$ cat src/logic/epv_params.svh
// constants for the eprom programmer controller
`ifndef EPV_PARAMS_SVH
`define EPV_PARAMS_SVH
`define EPV_CLK_MHZ 25
`define EPV_PULSE_US 100
`define EPV_PULSE_CYC (`EPV_PULSE_US * `EPV_CLK_MHZ)
`define EPV_GAP_US 10
`define EPV_GAP_CYC (`EPV_GAP_US * `EPV_CLK_MHZ)
`define EPV_VPP_SETUP_US 10
`define EPV_VPP_SETUP_CYC (`EPV_VPP_SETUP_US * `EPV_CLK_MHZ)
`define EPV_VPP_HOLD_US 10
`define EPV_VPP_HOLD_CYC (`EPV_VPP_HOLD_US * `EPV_CLK_MHZ)
`define EPV_PULSE_COUNT 25
`define EPV_OSC_PERIODS 48
`define EPV_OSC_MIN_MHZ 4
`define EPV_SETTLE_CYC ((`EPV_OSC_PERIODS * `EPV_CLK_MHZ + \
    `EPV_OSC_MIN_MHZ - 1) / `EPV_OSC_MIN_MHZ)
`define EPV_OSC_DIV 5
`define EPV_SIG_MFR_ADDR 13'h0030
`define EPV_SIG_DEV_ADDR 13'h0031
`define EPV_ENC_LAST_ADDR 13'h001f
`endif

$ cat src/logic/epv_pkg.sv
// types for the eprom programmer controller
`default_nettype none
package epv_pkg;
    typedef enum logic [2:0] {
        EPV_OP_CODE = 3'b000,
        EPV_OP_ENC = 3'b001,
        EPV_OP_LOCK1 = 3'b010,
        EPV_OP_LOCK2 = 3'b011,
        EPV_OP_VERIFY = 3'b100,
        EPV_OP_SIG = 3'b101
    } epv_op_t;
    typedef enum logic [3:0] {
        EPV_IDLE = 4'b0000,
        EPV_SETUP = 4'b0001,
        EPV_VPP_UP = 4'b0010,
        EPV_PULSE = 4'b0011,
        EPV_GAP = 4'b0100,
        EPV_VPP_DOWN = 4'b0101,
        EPV_HOLD = 4'b0110,
        EPV_RD_LOW = 4'b0111,
        EPV_RD_WAIT = 4'b1000,
        EPV_RD_FLOAT = 4'b1001
    } epv_state_t;
endpackage
`default_nettype wire

$ cat src/logic/epv_osc_div.sv
// free running oscillator clock for the target
`timescale 1ns/1ps
`default_nettype none
`include "epv_params.svh"
module epv_osc_div #(
    parameter int DIV = `EPV_OSC_DIV
) (
    input wire logic sys_clk,
    input wire logic rst_n,
    output var logic osc_out
);
    // full period count of DIV; 25 mhz / (2*...) is not exact, so rise at wrap and fall at DIV/2
    logic [7:0] cnt_reg;
    logic [7:0] cnt_next;
    logic osc_reg;
    logic osc_next;
    always_comb begin
        cnt_next = cnt_reg + 8'h01;
        osc_next = osc_reg;
        if (cnt_reg == 8'(DIV - 1)) begin
            cnt_next = 8'h00;
            osc_next = 1'b1;
        end else if (cnt_reg == 8'(DIV / 2 - 1)) begin
            osc_next = 1'b0;
        end
    end
    always_ff @(posedge sys_clk or negedge rst_n) begin
        if (!rst_n) begin
            cnt_reg <= 8'h00;
            osc_reg <= 1'b0;
        end else begin
            cnt_reg <= cnt_next;
            osc_reg <= osc_next;
        end
    end
    assign osc_out = osc_reg;
endmodule
`default_nettype wire

$ cat src/logic/epv_programmer.sv
// host side controller that programs and verifies the on-chip eprom
`timescale 1ns/1ps
`default_nettype none
`include "epv_params.svh"
module epv_programmer
    import epv_pkg::*;
#(
    parameter int PULSE_CYC = `EPV_PULSE_CYC,
    parameter int PULSE_COUNT = `EPV_PULSE_COUNT,
    parameter int GAP_CYC = `EPV_GAP_CYC,
    parameter int SETTLE_CYC = `EPV_SETTLE_CYC
) (
    input wire logic sys_clk,
    input wire logic rst_n,
    input wire logic cmd_valid,
    input wire epv_op_t cmd_op,
    input wire logic [12:0] cmd_addr,
    input wire logic [7:0] cmd_data,
    output logic cmd_ready,
    output logic rsp_valid,
    output logic [7:0] rsp_data,
    output logic rsp_match,
    output logic target_osc,
    output logic target_reset,
    output logic code_store_enable_pin,
    output logic program_strobe,
    output logic vpp_high_req,
    output logic external_access_vpp_pin,
    output logic [7:0] port1_out,
    output logic [4:0] port2_addr_out,
    output logic port2_bit7_enable,
    output logic port2_bit6_select,
    output logic port3_bit6_select,
    output logic port3_bit7_select,
    output logic [7:0] port0_out,
    output logic port0_oe,
    input wire logic [7:0] port0_in
);
    epv_state_t state_reg, state_next;
    epv_op_t op_reg, op_next;
    logic [12:0] addr_reg, addr_next;
    logic [7:0] data_reg, data_next;
    logic [15:0] cnt_reg, cnt_next;
    logic [4:0] pulses_reg, pulses_next;
    logic verify_after_reg, verify_after_next;
    logic ready_reg, ready_next;
    logic rsp_valid_reg, rsp_valid_next;
    logic [7:0] rsp_data_reg, rsp_data_next;
    logic rsp_match_reg, rsp_match_next;
    logic strobe_reg, strobe_next;
    logic vpp_reg, vpp_next;
    logic rd_reg, rd_next;
    logic oe_reg, oe_next;
    logic osc_w;

    // target oscillator: 25 MHz / 5 = 5 MHz, inside 4..6 MHz
    epv_osc_div #(.DIV(`EPV_OSC_DIV)) u_osc (
        .sys_clk(sys_clk),
        .rst_n(rst_n),
        .osc_out(osc_w)
    );

    function automatic logic is_prog(input epv_op_t op);
        is_prog = (op == EPV_OP_CODE) || (op == EPV_OP_ENC) ||
            (op == EPV_OP_LOCK1) || (op == EPV_OP_LOCK2);
    endfunction

    always_comb begin
        state_next = state_reg;
        op_next = op_reg;
        addr_next = addr_reg;
        data_next = data_reg;
        cnt_next = cnt_reg;
        pulses_next = pulses_reg;
        verify_after_next = verify_after_reg;
        ready_next = ready_reg;
        rsp_valid_next = 1'b0;
        rsp_data_next = rsp_data_reg;
        rsp_match_next = rsp_match_reg;
        strobe_next = strobe_reg;
        vpp_next = vpp_reg;
        rd_next = rd_reg;
        oe_next = oe_reg;
        if (cnt_reg != 16'h0000) begin
            cnt_next = cnt_reg - 16'h0001;
        end
        case (state_reg)
            EPV_IDLE: begin
                if (cmd_valid && ready_reg) begin
                    op_next = cmd_op;
                    addr_next = cmd_addr;
                    data_next = cmd_data;
                    ready_next = 1'b0;
                    verify_after_next = (cmd_op == EPV_OP_CODE);
                    // only code and encryption bytes drive port0
                    oe_next = (cmd_op == EPV_OP_CODE) ||
                        (cmd_op == EPV_OP_ENC);
                    cnt_next = 16'(SETTLE_CYC);
                    state_next = EPV_SETUP;
                end
            end
            EPV_SETUP: begin
                if (cnt_reg == 16'h0000) begin
                    if (is_prog(op_reg)) begin
                        vpp_next = 1'b1;
                        pulses_next = 5'(PULSE_COUNT);
                        cnt_next = 16'(`EPV_VPP_SETUP_CYC);
                        state_next = EPV_VPP_UP;
                    end else begin
                        rd_next = 1'b1;
                        cnt_next = 16'(SETTLE_CYC);
                        state_next = EPV_RD_WAIT;
                    end
                end
            end
            EPV_VPP_UP: begin
                if (cnt_reg == 16'h0000) begin
                    strobe_next = 1'b0;
                    cnt_next = 16'(PULSE_CYC);
                    state_next = EPV_PULSE;
                end
            end
            EPV_PULSE: begin
                if (cnt_reg == 16'h0000) begin
                    strobe_next = 1'b1;
                    pulses_next = pulses_reg - 5'h01;
                    if (pulses_reg == 5'h01) begin
                        cnt_next = 16'(`EPV_VPP_HOLD_CYC);
                        state_next = EPV_VPP_DOWN;
                    end else begin
                        cnt_next = 16'(GAP_CYC);
                        state_next = EPV_GAP;
                    end
                end
            end
            EPV_GAP: begin
                if (cnt_reg == 16'h0000) begin
                    strobe_next = 1'b0;
                    cnt_next = 16'(PULSE_CYC);
                    state_next = EPV_PULSE;
                end
            end
            EPV_VPP_DOWN: begin
                if (cnt_reg == 16'h0000) begin
                    vpp_next = 1'b0;
                    // hold covers both data hold and vpp settling
                    cnt_next = 16'(SETTLE_CYC);
                    state_next = EPV_HOLD;
                end
            end
            EPV_HOLD: begin
                if (cnt_reg == 16'h0000) begin
                    oe_next = 1'b0;
                    if (verify_after_reg) begin
                        verify_after_next = 1'b0;
                        op_next = EPV_OP_VERIFY;
                        cnt_next = 16'(SETTLE_CYC);
                        state_next = EPV_SETUP;
                    end else begin
                        rsp_valid_next = 1'b1;
                        rsp_match_next = 1'b1;
                        ready_next = 1'b1;
                        state_next = EPV_IDLE;
                    end
                end
            end
            EPV_RD_WAIT: begin
                if (cnt_reg == 16'h0000) begin
                    rsp_data_next = port0_in;
                    rsp_match_next = (port0_in == data_reg);
                    rd_next = 1'b0;
                    cnt_next = 16'(SETTLE_CYC);
                    state_next = EPV_RD_FLOAT;
                end
            end
            EPV_RD_FLOAT: begin
                if (cnt_reg == 16'h0000) begin
                    rsp_valid_next = 1'b1;
                    ready_next = 1'b1;
                    state_next = EPV_IDLE;
                end
            end
            default: begin
                state_next = EPV_IDLE;
                ready_next = 1'b1;
            end
        endcase
    end

    always_ff @(posedge sys_clk or negedge rst_n) begin
        if (!rst_n) begin
            state_reg <= EPV_IDLE;
            op_reg <= EPV_OP_VERIFY;
            addr_reg <= 13'h0000;
            data_reg <= 8'hff;
            cnt_reg <= 16'h0000;
            pulses_reg <= 5'h00;
            verify_after_reg <= 1'b0;
            ready_reg <= 1'b1;
            rsp_valid_reg <= 1'b0;
            rsp_data_reg <= 8'h00;
            rsp_match_reg <= 1'b0;
            strobe_reg <= 1'b1;
            vpp_reg <= 1'b0;
            rd_reg <= 1'b0;
            oe_reg <= 1'b0;
        end else begin
            state_reg <= state_next;
            op_reg <= op_next;
            addr_reg <= addr_next;
            data_reg <= data_next;
            cnt_reg <= cnt_next;
            pulses_reg <= pulses_next;
            verify_after_reg <= verify_after_next;
            ready_reg <= ready_next;
            rsp_valid_reg <= rsp_valid_next;
            rsp_data_reg <= rsp_data_next;
            rsp_match_reg <= rsp_match_next;
            strobe_reg <= strobe_next;
            vpp_reg <= vpp_next;
            rd_reg <= rd_next;
            oe_reg <= oe_next;
        end
    end

    // mode pins are registered so every output comes from a flip-flop
    // built from next values so p2.7 moves on the same edge as oe, but after a code write it stays high until the verify read
    logic p27_reg, p27_next;
    logic p26_reg, p26_next;
    logic p36_reg, p36_next;
    logic p37_reg, p37_next;
    logic reset_reg;
    logic osc_pin_reg;
    always_comb begin
        p27_next = 1'b0;
        p26_next = 1'b0;
        p36_next = 1'b1;
        p37_next = 1'b1;
        case (op_next)
            EPV_OP_CODE: p27_next = 1'b1;
            EPV_OP_ENC: begin
                p27_next = 1'b1;
                p36_next = 1'b0;
            end
            EPV_OP_LOCK1: begin
                p27_next = 1'b1;
                p26_next = 1'b1;
            end
            EPV_OP_LOCK2: begin
                p27_next = 1'b1;
                p26_next = 1'b1;
                p36_next = 1'b0;
                p37_next = 1'b0;
            end
            EPV_OP_SIG: begin
                p36_next = 1'b0;
                p37_next = 1'b0;
                p27_next = !rd_next;
            end
            default: p27_next = !rd_next;
        endcase
        if (state_next == EPV_IDLE) begin
            p27_next = 1'b0;
        end
    end
    always_ff @(posedge sys_clk or negedge rst_n) begin
        if (!rst_n) begin
            p27_reg <= 1'b0;
            p26_reg <= 1'b0;
            p36_reg <= 1'b1;
            p37_reg <= 1'b1;
            reset_reg <= 1'b0;
            osc_pin_reg <= 1'b0;
        end else begin
            p27_reg <= p27_next;
            p26_reg <= p26_next;
            p36_reg <= p36_next;
            p37_reg <= p37_next;
            reset_reg <= 1'b1;
            osc_pin_reg <= osc_w;
        end
    end

    assign cmd_ready = ready_reg;
    assign rsp_valid = rsp_valid_reg;
    assign rsp_data = rsp_data_reg;
    assign rsp_match = rsp_match_reg;
    assign target_osc = osc_pin_reg;
    assign target_reset = reset_reg;
    assign code_store_enable_pin = 1'b0 & reset_reg;
    assign program_strobe = strobe_reg;
    assign vpp_high_req = vpp_reg;
    // with vpp off the pin sits at valid high, matching latched level
    assign external_access_vpp_pin = reset_reg;
    assign port1_out = addr_reg[7:0];
    assign port2_addr_out = addr_reg[12:8];
    assign port2_bit7_enable = p27_reg;
    assign port2_bit6_select = p26_reg;
    assign port3_bit6_select = p36_reg;
    assign port3_bit7_select = p37_reg;
    assign port0_out = data_reg;
    assign port0_oe = oe_reg;
endmodule
`default_nettype wire

$ cat config.mk
export PLATFORM = sky130hd
export DESIGN_NAME = epv_programmer
export DESIGN_NICKNAME = d
export VERILOG_FILES = /design/src/logic/epv_pkg.sv /design/src/logic/epv_osc_div.sv /design/src/logic/epv_programmer.sv
export VERILOG_INCLUDE_DIRS = /design/src /design/src/logic
export SDC_FILE = /design/constraint.sdc
export NUM_CORES = 1
export LEC_CHECK = 0
export BUFFER_PORTS_ARGS = -buffer_cell sky130_fd_sc_hd__buf_4
export CELL_PAD_IN_SITES_DETAIL_PLACEMENT = 1
export CELL_PAD_IN_SITES_GLOBAL_PLACEMENT = 2
export CORE_UTILIZATION = 35
export CTS_BUF_LIST = sky130_fd_sc_hd__clkbuf_2 sky130_fd_sc_hd__clkbuf_4 sky130_fd_sc_hd__clkbuf_8
export DETAILED_ROUTE_END_ITERATION = 8
export PLACE_DENSITY_LB_ADDON = 0.1
export SLEW_MARGIN = 15
export SYNTH_ARGS = -nofsm -noshare
export SYNTH_HDL_FRONTEND = slang
export SYNTH_SLANG_ARGS = --single-unit
$ cat constraint.sdc
create_clock -name sys_clk -period 3.1 [get_ports sys_clk]
set_clock_uncertainty 0.2 [all_clocks]
set_input_delay 0.31 -clock sys_clk [delete_from_list [all_inputs] [get_ports sys_clk]]
set_output_delay 0.31 -clock sys_clk [all_outputs]
set_load 0.02 [all_outputs]
Yosys cells after proc, flatten, opt, wreduce, memory -nomap -nowiden
Cells that the tools add are included.

storage, ports and cells
  input bits = 35
  register bits after elaboration = 80
  output and inout port bits = 43

operators by class
  reductions and logical operators = 34
  add/sub/neg operators = 3
  bitwise gates (word level) = 1
  mux-type cells = 62
  eq/ne operators = 30

operators by type and width
  cell                                                                   count
  16-bit 2-to-1 mux                                                      8
  16-bit one-hot mux with 6 select lines                                 1
  4-bit 2-to-1 mux                                                       9
  4-bit one-hot mux with 8 select lines                                  1
  1-bit 2-to-1 mux                                                       25
  2-bit inequality test (second input constant)                          9
  16-bit zero test                                                       1
  16-bit nonzero test                                                    1
  16-bit by 1-bit subtractor with 16-bit output (second input constant)  1
  5-bit 2-to-1 mux                                                       3
  1-bit one-hot mux with 2 select lines                                  7
  3-bit by 2-bit == test with 1-bit output (second input constant)       4
  4-bit by 3-bit == test with 1-bit output (second input constant)       3
  4-bit AND reduction                                                    3
  2-bit nonzero test                                                     6
  5-bit one-hot mux with 2 select lines                                  1
  3-bit by 1-bit == test with 1-bit output (second input constant)       3
  3-bit zero test                                                        3
  3-bit 2-to-1 mux                                                       3
  9-bit 2-to-1 mux                                                       1
  8-bit by 1-bit adder with 8-bit output (second input constant)         1
  4-bit by 2-bit == test with 1-bit output (second input constant)       2
  4-bit == test (second input constant)                                  2
  8-bit by 1-bit == test with 1-bit output (second input constant)       1
  other kinds (22)                                                       31

Logic depth before layout (Yosys ltp)
  depth after elaboration = 10
  mapped depth = 10
  gate-level depth less buffers = 8

By module
Synthesis repeated with hierarchy kept, for this count alone.

second synthesis, totals
  cells, all modules = 439
  area total of the unflattened synthesis = 4187.8 µm²

by module, submodules not included
  module          times used  area an instance (µm²)  cells each
  epv_programmer  1           3762.4                  401
  epv_osc_div     1           425.4                   38

Least setup slack after synthesis
Ideal clock, no wire load.

  path kind = flip-flop to flip-flop
  start = register state_reg[1]
  end = register p37_reg (netlist: port3_bit7_select)
  stages on the path, launching flop included = 7
  setup slack = 933 ps
  arrival = 1881 ps
  path buffers = 1
  required time = 2814 ps
  period minus slack after synthesis = 2167 ps
  path through = dfrtp_1 > buf_6 > or4_4 > nor2_8 > mux2_2 > a211oi_1 > o21ai_1

on the way
  longest elaborated chain between the ends = 5

ends and longest elaborated chain
  what                                                                                RTL line               text
  start, declared                                                                     epv_programmer.sv:39   epv_state_t state_reg, state_next;
  start signal, assigned                                                              epv_programmer.sv:208  state_reg <= state_next;
  4-bit by 3-bit == test with 1-bit output / 4-bit zero test (equally long branches)  epv_programmer.sv:87   case (state_reg)
  3-bit one-hot mux with 2 select lines (*)                                           epv_programmer.sv:87
  3-bit == test / 3-bit by 2-bit == test with 1-bit output (equally long branches)    epv_programmer.sv:239  case (op_next)
  2-bit OR reduction (no line) (*)                                                    n/a
  1-bit 2-to-1 mux (*)                                                                epv_programmer.sv:239
  via p37_next                                                                        epv_programmer.sv:231  logic p37_reg, p37_next;
  end signal, assigned                                                                epv_programmer.sv:278  p37_reg <= p37_next;
  end, declared                                                                       epv_programmer.sv:231

Mark *: on every way through the listed nets, which the timed path passes. The rest lies on a longest branch.
A chain may end at the register's enable or synchronous reset.

Worst setup path in the final report
  start = register state_reg[1]
  end = register verify_after_reg

on the way
  longest elaborated chain between the ends = 3

ends and longest elaborated chain
  what                                                                                RTL line               text
  4-bit by 3-bit == test with 1-bit output / 4-bit zero test (equally long branches)  epv_programmer.sv:87
  2-bit inequality test (no line) / 2-bit nonzero test (equally long branches)        n/a
  3-bit AND reduction (no line)                                                       n/a
  end signal, assigned                                                                epv_programmer.sv:214  verify_after_reg <= verify_after_next;
  end, declared                                                                       epv_programmer.sv:45   logic verify_after_reg, verify_after_next;

Several ways; a longest one is shown, not always the timed one.

==> impl_metrics.ini <==
[logic_synthesis]
netlist_top_cells_area = dfrtp_1 (41%), dfstp_2 (8.3%), nand2_1 (8.1%)
yosysTopAreaCell = dfrtp_1
synth_seq_area_share_pct = 48.80
synth_area_per_cell_sq_um = 9.550
ys_warn_count = 0
synth_ff_type = dfrtp_1
synth-edff-count = 0
ys_ff_latch = 80
synthesis.nets = 476
syn_inst = 433
synth_top_area_share_pct = 40.54
async_flop_share_pct = 100.0
ys_types = 66
netlist_area_sq_um = 4135

[floorplan]
die_x_um = 110.7
die_area_sq_um = 12250
io_pins = 78
fp.coreArea_sq_um = 11470
num_rows = 39
start_util_pct = 36.06
die_h_um = 110.7

[detailed_routing]
vias = 3501
wirelength_um = 11550
wl_per_cell_um = 16.84
wl_met2_um = 5556
top_layer = met4
wl_met3_um = 391
postRouteAntennaNets = 0
drt_iter0_markers = 159
drt_first_pass_iters = 4
drc = 0
viasPerCell = 5.103
drt-met1-wl_um = 5414

[clock_network]
cts_made_buffers = 9
cts_setup_buffers = 0
clkLatencyLatePin_ps = 370
clk_pin_slew_worst_paths_ps = 90
cts_tree = yes
root_buffer = clkbuf_8
cts_max_path_buffers = 2
h-tree-depth = 3
clock-sinks = 80

[critical_path]
critPathLaunchType = flip-flop
critical_path.cell_chain = or4_4, or2_1, buf_4, o41ai_1, dlygate4sd3_1
crit_slowest_cell = or4_4
crit_required_ps = 3220
path_max_fanout = 18
crit_arrival_ps = 2950
cpPeakStageDelay_ps = 600
path_class = reg -> reg
end_kind = flip-flop

[timing]
drv_slew = 0
setup_slack_ps = 271.1
setup_viol = 0
fin_crit_ps = 2829
tightest_slew_ps = 1045
fmax_mhz = 353.5
hold_violations = 0
slew-limit-headroom_pct = 30.33
rsz0062_at_grt = false
tns_ps = 0
min_period_over_period_pct = 91.26

[status]
status = complete, no violations

[grt]
antenna_found_initial = 0
grt_pass1_vias = 3796
grt_pass1_wl_um = 19300
grt_max_degree = 81
grtUsageTotal_pct = 19.90
grt_overflow = 0

[placed_design]
preCtsSetupSlack_ps = 394.5
place_inst = 636
dp_hpwl_um = 7622
numPortBuffers = 76
place.gp.congestion = 0.7678

[power]
p_clk_share_pct = 41.2
power.leakage_nw = 2.377
internal-power_mw = 1.500
swShare_pct = 25.02
p_sw_uw = 500.2
vdd_drop_max_v = 0.0002390
power-per-cell-area_nw_per_um2 = 373.8
seq_power_share_pct = 52.7
total_power_mw = 2.000
combPwrFrac_pct = 6.2

[layout]
largest_register_ffs = 16
fillers = 1310
final_nets = 581
fin_util_pct = 46.66
fin_cells = 686
syn_to_final_growth_pct = 29.38
antenna_cells = 0
drive_above_1_share_pct = 25.78

[worst_hold_path]
hold_class = in -> reg

[run]
maxCapViolCount = 0
## what timing repair did
item | 4_1_cts | 5_1_grt
endpoints found under the hold margin | 98 | 0
gates resized for setup | 0 | 0
hold buffers | 34 | 0
## cell usage in the layout, fill, tap and decap left out, types with 4 or more instances in the layout
cell type | Yosys | routed
nand2_1 | 89 | 89
buf_4 | 5 | 84
dfrtp_1 | 67 | 67
dlygate4sd3_1 | 0 | 34
nor2_1 | 27 | 27
a21oi_1 | 22 | 22
xnor2_1 | 19 | 19
o21ai_0 | 16 | 16
dfstp_2 | 13 | 13
inv_1 | 11 | 11
nor4_1 | 11 | 11
mux2_2 | 10 | 10
clkbuf_8 | 0 | 9
nor3_1 | 8 | 8
xor2_1 | 8 | 8
ha_1 | 8 | 8
nand3_1 | 7 | 7
nand2b_1 | 7 | 7
nor2b_1 | 5 | 5
a211oi_1 | 5 | 5
nor3b_1 | 4 | 4
a31oi_1 | 4 | 4
nand4b_1 | 4 | 4
o22ai_1 | 4 | 4
nand4_1 | 4 | 4
## per-stage QoR
step           area (sq um)  hold WS [ps]
5_1_grt                5350         65.90
6_report               5350         59.33
4_1_cts                5350         43.34
3_3_place_gp           4807         191.1
3_5_place_dp           4807         195.6
2_1_floorplan          4135        -185.6
## final timing paths
kind | from | to | slack, ps | cells past startpoint
min in group asynchronous | rst_n | pulses_reg[4] | 430 | 2
setup / recovery | state_reg[1] | verify_after_reg | 270 | 5
hold / removal | cmd_op[1] | port2_bit6_select | 60 | 3
max in group asynchronous | rst_n | cnt_reg[2] | 1570 | 2
setup reg to reg | state_reg[1] | verify_after_reg | 270 | 5
hold reg to reg | u_osc.osc_out | target_osc | 220 | 0
## power by group through the flow
stage	clock network [mW]	logic, mW	registers (mW)
2_1_floorplan	0	0.0157	1.08
4_1_cts	0.852	0.125	1.05
3_5_place_dp	0	0.0929	1.07
3_3_place_gp	0	0.0917	1.07
6_report	0.823	0.124	1.05
5_1_grt	0.895	0.135	1.05
## layer usage
layer	up-vias	GRT usage (%)
met5	-	0
met2	62	32.84
met1	1726	25.88
met3	13	4.538
li1	1700	-
met4	0	6.311
## cells by family after synthesis
logic type | after synthesis | share of synthesized area (%)
other | 2 | 0.1816
DFF | 80 | 48.80
adders and majority gates | 8 | 2.421
buffers and inverters | 38 | 4.659
xor gates and xnor gates | 27 | 5.719
and+or+nand+nor | 193 | 23.93
muxes | 12 | 3.207
AOI/OAI and AO/OA | 73 | 11.07
## cell type report
| cell class | count | area (sq um) | area share, % |
|---|---|---|---|
| clock buffers | 9 | 123.9 | 2.315 |
| inverters | 14 | 55.05 | 1.029 |
| clock inverters | 7 | 78.83 | 1.473 |
| repair buffers | 118 | 970.9 | 18.15 |
| well taps | 143 | 178.9 | 3.344 |
| multi-input cells | 315 | 1924 | 35.97 |
| flip-flops and latches | 80 | 2018 | 37.72 |
## worst max-delay path: cells and delay by family (launching register included)
family	cells	cell delay [ps]
buffers and inverters	2	890
AOI/OAI and AO/OA	1	240
DFF	1	390
and+or+nand+nor	2	1050
## cell usage after synthesis, types with 2 or more instances
library cell,number
nand2_1,89
dfrtp_1,67
nor2_1,27
a21oi_1,22
xnor2_1,19
o21ai_0,16
dfstp_2,13
inv_1,11
nor4_1,11
mux2_2,10
clkbuf_1,8
ha_1,8
nor3_1,8
xor2_1,8
nand2b_1,7
nand3_1,7
a211oi_1,5
buf_2,5
buf_4,5
nor2b_1,5
a31oi_1,4
nand4_1,4
nand4b_1,4
nor3b_1,4
o22ai_1,4
a22o_1,3
and3_1,3
buf_1,3
buf_6,3
o21ai_1,3
or3_1,3
a221oi_1,2
a32oi_1,2
a41oi_1,2
and2_1,2
conb_1,2
mux2i_1,2
or3b_2,2
or4_1,2
or4_4,2
No activity file was read; power rests on OpenSTA's default activity.
